$ cat src/rtl/operand_field_decoder_defines.svh
// constants for the operand field decoder
`ifndef OPERAND_FIELD_DECODER_DEFINES_SVH
`define OPERAND_FIELD_DECODER_DEFINES_SVH
`define OFD_FIELD_W 32
`define OFD_REG_NUM_MSB 2
`define OFD_NIBBLE_TOP 3
`define OFD_IGNORED_BIT 7
`define OFD_MASK_2 32'h0000_0003
`define OFD_MASK_3 32'h0000_0007
`define OFD_MASK_8 32'h0000_00ff
`define OFD_MASK_16 32'h0000_ffff
`define OFD_MASK_24 32'h00ff_ffff
`define OFD_MASK_32 32'hffff_ffff
`define OFD_SIGN_8 7
`define OFD_SIGN_16 15
`define OFD_TAS_OK_MASK 8'h33
`endif

$ cat src/rtl/operand_field_decoder_pkg.sv
// types shared by the operand field decoder
package operand_field_decoder_pkg;
    typedef enum logic [2:0] {
        IMM_2 = 3'h0,
        IMM_3 = 3'h1,
        IMM_8 = 3'h2,
        IMM_16 = 3'h3,
        IMM_32 = 3'h4
    } imm_width_t;
    typedef enum logic [1:0] {
        ABS_8 = 2'h0,
        ABS_16 = 2'h1,
        ABS_24 = 2'h2,
        ABS_32 = 2'h3
    } abs_width_t;
    typedef enum logic [1:0] {
        DISP_8 = 2'h0,
        DISP_16 = 2'h1,
        DISP_32 = 2'h2
    } disp_width_t;
    typedef enum logic [1:0] {
        SIZE_BYTE = 2'h0,
        SIZE_WORD = 2'h1,
        SIZE_LONG = 2'h2
    } op_size_t;
endpackage
$ cat src/rtl/operand_field_decoder.sv
// operand field decoder: extension field widths and register field mapping
`timescale 1ns/1ns
`include "operand_field_decoder_defines.svh"

module operand_field_decoder
(
    input wire logic clk,
    input wire logic arst_n,
    input wire logic reqValid,
    input wire operand_field_decoder_pkg::imm_width_t immSel,
    input wire operand_field_decoder_pkg::abs_width_t absSel,
    input wire operand_field_decoder_pkg::disp_width_t dispSel,
    input wire operand_field_decoder_pkg::op_size_t sizeSel,
    input wire logic [31:0] extField,
    input wire logic [3:0] regField,
    input wire logic longStoreDisp32,
    input wire logic [7:0] fourthByte,
    input wire logic testAndSet,
    output logic outValid,
    output logic [31:0] immediateOperand,
    output logic [31:0] absAddress,
    output logic [31:0] dispValue,
    output logic [2:0] regNumber,
    output logic upperHalf,
    output logic lowByte,
    output logic opcodeBit,
    output logic [7:0] fourthByteDecoded,
    output logic tasRegDiscouraged
);
    import operand_field_decoder_pkg::*;
    // registers that test-and-set may name without a warning: 0, 1, 4 and 5
    localparam logic [7:0] TasOkMask = `OFD_TAS_OK_MASK;

    typedef struct packed {
        logic valid;
        logic [31:0] immediate_operand;
        logic [31:0] abs;
        logic [31:0] disp;
        logic [2:0] regNum;
        logic upper;
        logic lowB;
        logic opBit;
        logic [7:0] byte4;
        logic tasWarn;
    } state_t;

    state_t state_reg;
    state_t state_next;

    ////////////////////////////////////////////////////////////////////////////
    always_comb
    begin
        state_next = state_reg;
        state_next.valid = reqValid;
        if (reqValid)
        begin
            case (immSel)
                IMM_2: state_next.immediate_operand = extField & `OFD_MASK_2;
                IMM_3: state_next.immediate_operand = extField & `OFD_MASK_3;
                IMM_8: state_next.immediate_operand = extField & `OFD_MASK_8;
                IMM_16: state_next.immediate_operand = extField & `OFD_MASK_16;
                IMM_32: state_next.immediate_operand = extField & `OFD_MASK_32;
                default: state_next.immediate_operand = '0;
            endcase
            case (absSel)
                ABS_8: state_next.abs = extField & `OFD_MASK_8;
                ABS_16: state_next.abs = extField & `OFD_MASK_16;
                ABS_24: state_next.abs = extField & `OFD_MASK_24;
                ABS_32: state_next.abs = extField & `OFD_MASK_32;
                default: state_next.abs = '0;
            endcase
            // displacements are signed offsets from the base register
            case (dispSel)
                DISP_8: state_next.disp = {{24{extField[`OFD_SIGN_8]}}, extField[`OFD_SIGN_8:0]};
                DISP_16: state_next.disp = {{16{extField[`OFD_SIGN_16]}},
                    extField[`OFD_SIGN_16:0]};
                DISP_32: state_next.disp = extField;
                default: state_next.disp = '0;
            endcase
            // register number is always the low three bits of the nibble
            state_next.regNum = regField[`OFD_REG_NUM_MSB:0];
            state_next.opBit = 1'b0;
            state_next.upper = 1'b0;
            state_next.lowB = 1'b0;
            case (sizeSel)
                SIZE_WORD: state_next.upper = regField[`OFD_NIBBLE_TOP];
                SIZE_BYTE: state_next.lowB = regField[`OFD_NIBBLE_TOP];
                SIZE_LONG: state_next.opBit = regField[`OFD_NIBBLE_TOP];
                default: state_next.opBit = 1'b0;
            endcase
            state_next.byte4 = fourthByte;
            if (longStoreDisp32)
            begin
                state_next.byte4[`OFD_IGNORED_BIT] = 1'b0;
            end
            // advisory only: the instruction still decodes normally
            state_next.tasWarn = testAndSet &&
                !TasOkMask[regField[`OFD_REG_NUM_MSB:0]];
        end
    end

    always_ff @(posedge clk or negedge arst_n)
    begin
        if (!arst_n)
        begin
            state_reg <= '0;
        end
        else
        begin
            state_reg <= state_next;
        end
    end

    ////////////////////////////////////////////////////////////////////////////
    assign outValid = state_reg.valid;
    assign immediateOperand = state_reg.immediate_operand;
    assign absAddress = state_reg.abs;
    assign dispValue = state_reg.disp;
    assign regNumber = state_reg.regNum;
    assign upperHalf = state_reg.upper;
    assign lowByte = state_reg.lowB;
    assign opcodeBit = state_reg.opBit;
    assign fourthByteDecoded = state_reg.byte4;
    assign tasRegDiscouraged = state_reg.tasWarn;

    ////////////////////////////////////////////////////////////////////////////
    a_imm_width: assert property (@(posedge clk) disable iff (!arst_n)
        reqValid && immSel == IMM_8 |=> outValid && immediateOperand[31:8] == 24'h0 &&
            immediateOperand[7:0] == $past(extField[7:0]))
        else $error("immediate width not applied");
    a_imm_small: assert property (@(posedge clk) disable iff (!arst_n)
        reqValid && immSel == IMM_2 |=> immediateOperand == ($past(extField) & 32'h0000_0003))
        else $error("two-bit immediate wrong");
    a_abs_width: assert property (@(posedge clk) disable iff (!arst_n)
        reqValid && absSel == ABS_24 |=> absAddress[31:24] == 8'h00 &&
            absAddress[23:0] == $past(extField[23:0]))
        else $error("absolute width not applied");
    a_disp_sign: assert property (@(posedge clk) disable iff (!arst_n)
        reqValid && dispSel == DISP_16 |=> dispValue[31:16] == {16{$past(extField[15])}} &&
            dispValue[15:0] == $past(extField[15:0]))
        else $error("displacement not sign extended");
    a_long_reg: assert property (@(posedge clk) disable iff (!arst_n)
        reqValid && sizeSel == SIZE_LONG |=> regNumber == $past(regField[2:0]) &&
            !upperHalf && !lowByte && opcodeBit == $past(regField[3]))
        else $error("long register mapping wrong");
    a_word_half: assert property (@(posedge clk) disable iff (!arst_n)
        reqValid && sizeSel == SIZE_WORD |=> upperHalf == $past(regField[3]) && !lowByte)
        else $error("word half select wrong");
    a_byte_lane: assert property (@(posedge clk) disable iff (!arst_n)
        reqValid && sizeSel == SIZE_BYTE |=> lowByte == $past(regField[3]) && !upperHalf)
        else $error("byte lane select wrong");
    a_ignored_bit: assert property (@(posedge clk) disable iff (!arst_n)
        reqValid && longStoreDisp32 |=> !fourthByteDecoded[7] &&
            fourthByteDecoded[6:0] == $past(fourthByte[6:0]))
        else $error("ignored bit leaked");
    a_tas_warn: assert property (@(posedge clk) disable iff (!arst_n)
        reqValid && testAndSet && regField[1] |=> tasRegDiscouraged)
        else $error("test-and-set register warning missing");
    a_hold_idle: assert property (@(posedge clk) disable iff (!arst_n)
        !reqValid |=> !outValid && $stable(regNumber) && $stable(opcodeBit))
        else $error("outputs changed without request");
    // one property per width form, so a swapped mask is caught on its own
    a_imm_three: assert property (@(posedge clk) disable iff (!arst_n)
        reqValid && immSel == IMM_3 |=> immediateOperand == ($past(extField) & 32'h0000_0007))
        else $error("three-bit immediate wrong");
    a_imm_word: assert property (@(posedge clk) disable iff (!arst_n)
        reqValid && immSel == IMM_16 |=> immediateOperand == {16'h0000, $past(extField[15:0])})
        else $error("16-bit immediate wrong");
    a_imm_long: assert property (@(posedge clk) disable iff (!arst_n)
        reqValid && immSel == IMM_32 |=> immediateOperand == $past(extField))
        else $error("32-bit immediate wrong");
    a_abs_byte: assert property (@(posedge clk) disable iff (!arst_n)
        reqValid && absSel == ABS_8 |=> absAddress == {24'h00_0000, $past(extField[7:0])})
        else $error("8-bit absolute address wrong");
    a_abs_word: assert property (@(posedge clk) disable iff (!arst_n)
        reqValid && absSel == ABS_16 |=> absAddress == {16'h0000, $past(extField[15:0])})
        else $error("16-bit absolute address wrong");
    a_abs_long: assert property (@(posedge clk) disable iff (!arst_n)
        reqValid && absSel == ABS_32 |=> absAddress == $past(extField))
        else $error("32-bit absolute address wrong");
    a_disp_byte: assert property (@(posedge clk) disable iff (!arst_n)
        reqValid && dispSel == DISP_8 |=>
            dispValue == {{24{$past(extField[7])}}, $past(extField[7:0])})
        else $error("8-bit displacement wrong");
    a_disp_long: assert property (@(posedge clk) disable iff (!arst_n)
        reqValid && dispSel == DISP_32 |=> dispValue == $past(extField))
        else $error("32-bit displacement wrong");
    a_word_reg: assert property (@(posedge clk) disable iff (!arst_n)
        reqValid && sizeSel == SIZE_WORD |=>
            regNumber == $past(regField[2:0]) && !opcodeBit)
        else $error("word register number wrong");
    a_byte_reg: assert property (@(posedge clk) disable iff (!arst_n)
        reqValid && sizeSel == SIZE_BYTE |=>
            regNumber == $past(regField[2:0]) && !opcodeBit)
        else $error("byte register number wrong");
    a_fourth_pass: assert property (@(posedge clk) disable iff (!arst_n)
        reqValid && !longStoreDisp32 |=>
            fourthByteDecoded == $past(fourthByte))
        else $error("fourth byte altered outside long store");
    a_tas_ok: assert property (@(posedge clk) disable iff (!arst_n)
        reqValid && testAndSet && !regField[1] |=> !tasRegDiscouraged)
        else $error("test-and-set warning on allowed register");
    a_tas_off: assert property (@(posedge clk) disable iff (!arst_n)
        reqValid && !testAndSet |=> !tasRegDiscouraged)
        else $error("test-and-set warning without test-and-set");
    a_nibble_top: assert property (@(posedge clk) disable iff (!arst_n)
        reqValid && sizeSel != SIZE_LONG |=>
            !opcodeBit && regNumber == $past(regField[2:0]))
        else $error("nibble top bit handed back outside long size");
    a_data_hold: assert property (@(posedge clk) disable iff (!arst_n)
        !reqValid |=>
            $stable(immediateOperand) && $stable(absAddress) && $stable(dispValue))
        else $error("operand outputs changed without request");
endmodule

$ cat config.mk
export PLATFORM = sky130hd
export DESIGN_NAME = operand_field_decoder
export DESIGN_NICKNAME = d
export VERILOG_FILES = /design/src/rtl/operand_field_decoder_pkg.sv /design/src/rtl/operand_field_decoder.sv
export VERILOG_INCLUDE_DIRS = /design/src /design/src/rtl
export SDC_FILE = /design/constraint.sdc
export NUM_CORES = 1
export LEC_CHECK = 0
export BUFFER_PORTS_ARGS = -buffer_cell sky130_fd_sc_hd__buf_2
export CORE_MARGIN = 4
export CORE_UTILIZATION = 40
export CTS_CLUSTER_SIZE = 28
export DETAILED_ROUTE_END_ITERATION = 7
export PLACE_DENSITY = 0.68
export SLEW_MARGIN = 40
export SYNTH_ARGS = -nofsm -noshare
export SYNTH_HDL_FRONTEND = slang
export SYNTH_SLANG_ARGS = --single-unit
export TNS_END_PERCENT = 1
$ cat constraint.sdc
create_clock -name clk -period 0.8 [get_ports clk]
set_input_delay 0.04 -clock clk [delete_from_list [all_inputs] [get_ports clk]]
set_output_delay 0.04 -clock clk [all_outputs]
set_load 0.1 [all_outputs]
==> impl_metrics.toml <==
[final_layout]
multi_input_area_um2 = 1500
nFillCells = 659
diodes = 0
finalNonFillerCells = 859
fin_util_pct = 77.6
syn_to_final_growth_pct = 90.6
drive_gt1_share_pct = 54.6
regArea_um2 = 3010
fin_area_um2 = 8860
nets = 769

[die]
num_rows = 39
coreArea_um2 = 11400
die_h_um = 116
ios = 170
start_util_pct = 40.7
die_w_um = 116
dieArea_um2 = 13400

[sta]
setup_viol = 140
fin_crit_sh_pct = 146
fmax_ghz = 0.854
report.final.slew_viol_count = 0
skew_ns = 0
rsz0062_at_grt = "yes"
fin_ws_ns = -0.371
layout_min_cycle_time_ns = 1.17
max_slew_margin_pct = 69.6
worst-slew-pin-transition_ns = 0.456
hold_viol_final = 0

[hold_path]
whs_path_depth = 3
hold_end = "dispValue[13]$_DFFE_PN0P_"
hold_start = "extField[13]"
hold_class = "input pin to flop"

[yosys]
synth_most_common_cell = "dfrtp_1"
syn_nets = 518
synth_top_area_share_pct = 60.2
ys_seq_area_share_pct = 60.2
ys_ff_latch = 112
synth.area.top_cells = "dfrtp_1, inv_1, o22ai_1, nand2_1, o21ai_1"
synthFlopType = "dfrtp_1"
synthCells = 460
synth_edf_count = 0
yosysUniqueCellTypes = 30
synth_area_leader_cell = "dfrtp_1"
netlist_top_cells_count = "dfrtp_1, inv_1, nand2_1"
syn_area_um2 = 4650
syn_area_per_cell_um2 = 10.1
ys_async_sr_fraction_pct = 100
ys_warn_count = 0

[placement]
gp_congestion = 0.817
place_area_um2 = 7880
dp_hpwl_um = 10300
io_buffers = 169
dp_cells = 795
pre_cts_slack_ns = -0.236

[power_and_ir_drop]
p_leak_uw = 0.00394
p_total_uw = 19000
powerDensity_nw_per_um2 = 2150
ir_worst_vdd_mv = 1.38

[detailed_routing]
vias_per_cell = 5.11
routedLengthMet1_um = 6190
wl_um = 15700
vias = 4386
wl_per_cell_um = 18.3
drtIter0Drc = 353
first_pass_iters = 5
route.met2.wl_um = 7810
ant_nets = 0
dr.max_layer_used = "met4"
drc = 0
wl_met3_um = 1310

[cts]
cts-htree-levels = 3
numCtsBuffers = 9
clk_latency_ns = 0.34
clkSlewWorstSetupHoldPaths_ns = 0.07
clock-sinks = 112
cts_tree = "built"
cts-root-buf = "clkbuf_16"
clock_path_buffers = 2

[setup_path]
startpoint_type = "flop"
critPathBufInv = 2
r2r_slack_ns = -0.20
worstSetupPathType = "flop to output port"
crit_path_top_delay_cell = "dfrtp_4"
end_kind = "output port"
timing.rr.end = "regNumber[1]$_DFFE_PN0P_"
r2r_cells = 2
arrival_ns = 1.13
cp_top_family = "flip-flops"
r2r-start = "regNumber[1]$_DFFE_PN0P_"
critPathMaxFanout = 2
worstPathCellList = "buf_6 > buf_12"
crit_required_ns = 0.76
cpPeakStageDelay_ns = 0.50

[outcome]
status = "finished with violations"
failed_checks = "negative setup slack"

[global_routing]
antenna_found_initial = 0
grt_use_total_pct = 23.6
grt_pass1_wl_um = 24600
grt_overflow = 0
grt_max_degree = 52
grt_pass1_vias = 4754

[job]
drv_cap = 0
layout make-up:
class / instances / share of cell area [%]
tap: 143 / 2.02
sequential: 112 / 33.9
multi-input combinational: 244 / 17.0
inverter: 76 / 3.22
clock inverter: 2 / 0.438
clock buffer: 14 / 3.09
timing repair buffer: 268 / 40.3
worst max-delay path by stage:
stage | end | slack (ns) | startpoint | cells past startpoint
finish | fourthByteDecoded[1] | -0.37 | fourthByteDecoded[1]$_DFFE_PN0P_ | 2
detailed placement | immediateOperand[10]$_DFFE_PN0P_ | -0.24 | immSel[0] | 4
global route | fourthByteDecoded[1] | -0.39 | fourthByteDecoded[1]$_DFFE_PN0P_ | 2
CTS | lowByte | -0.36 | lowByte$_DFFE_PN0P_ | 2
global placement | immediateOperand[21]$_DFFE_PN0P_ | -0.17 | immSel[1] | 5
floorplan | dispValue[21]$_DFFE_PN0P_ | -0.26 | dispValue[21]$_DFFE_PN0P_ | 3
metrics by stage:
step                      hold WS, ns  TNS, ns
after global placement        -0.0815    -9.44
after detailed placement      -0.0776   -12.32
after floorplan                -0.256   -18.79
after CTS                      0.0110   -28.45
after global routing           0.0302   -31.31
final                          0.0200   -27.65
cells in the final DEF, fill, tap and decap left out, types with 2 or more instances in the layout:
master and count:
nand2b_1 2, clkbuf_8 3, a21oi_2 4, nor2_1 10
nor2b_4 3, nor2b_1 16, buf_4 20, a31oi_1 8
inv_1 76, o21ai_1 25, dfrtp_2 84, nand2_2 10
nand3_1 9, nand2_1 64, o22ai_1 39, a21o_1 8
buf_2 55, clkbuf_16 9, clkbuf_1 2, a21oi_1 13
dfrtp_4 27, o21ai_2 10, buf_12 118, dlygate4sd3_1 46
mux2_4 11, buf_6 29
state kept, by name (all words and copies together) (netlist names):
register and flops:
regNumber 3, opcodeBit 1, tasRegDiscouraged 1, upperHalf 1
outValid 1, absAddress 32, lowByte 1, dispValue 32
fourthByteDecoded 8, immediateOperand 32
worst reg2reg max path: cells and delay by family, from the launching register on:
| family | cells | cell delay, ns |
|---|---|---|
| multiplexers | 1 | 0.27 |
| buffers and inverters | 1 | 0.12 |
| flip-flops | 1 | 0.49 |
cells by family after synthesis:
group           after synthesis  synth area share [%]
buf+inv                     104                  9.63
mux                          12                  2.90
flops                       112                  60.2
compound gates              110                  14.6
simple gates                122                  12.6
metal layers:
| layer | vias up | GRT usage, % |
|---|---|---|
| met4 | 0 | 9.67 |
| met3 | 37 | 6.89 |
| met2 | 215 | 38.9 |
| li1 | 1983 | - |
| met1 | 2151 | 29.1 |
| met5 | - | 0 |
report_power, final:
part	leakage (uW)	total, uW	internal, uW	switching [uW]
combinational	0.00250	7560	2840	4720
sequential	0.00129	6770	6270	492
clock	0.000153	4710	2700	2010
total	0.00394	19000	11800	7220
repair_timing:
item                                    4_1_cts  5_1_grt
endpoints found under the hold margin       187        0
hold buffers                                 46        0
cloned                                        0        0
setup buffers                                 0        2
endpoints found under the setup margin      139      142
pin swaps                                     0        0
gates resized for setup                      40        8
Note: power is estimated with default switching activity, not from simulation.
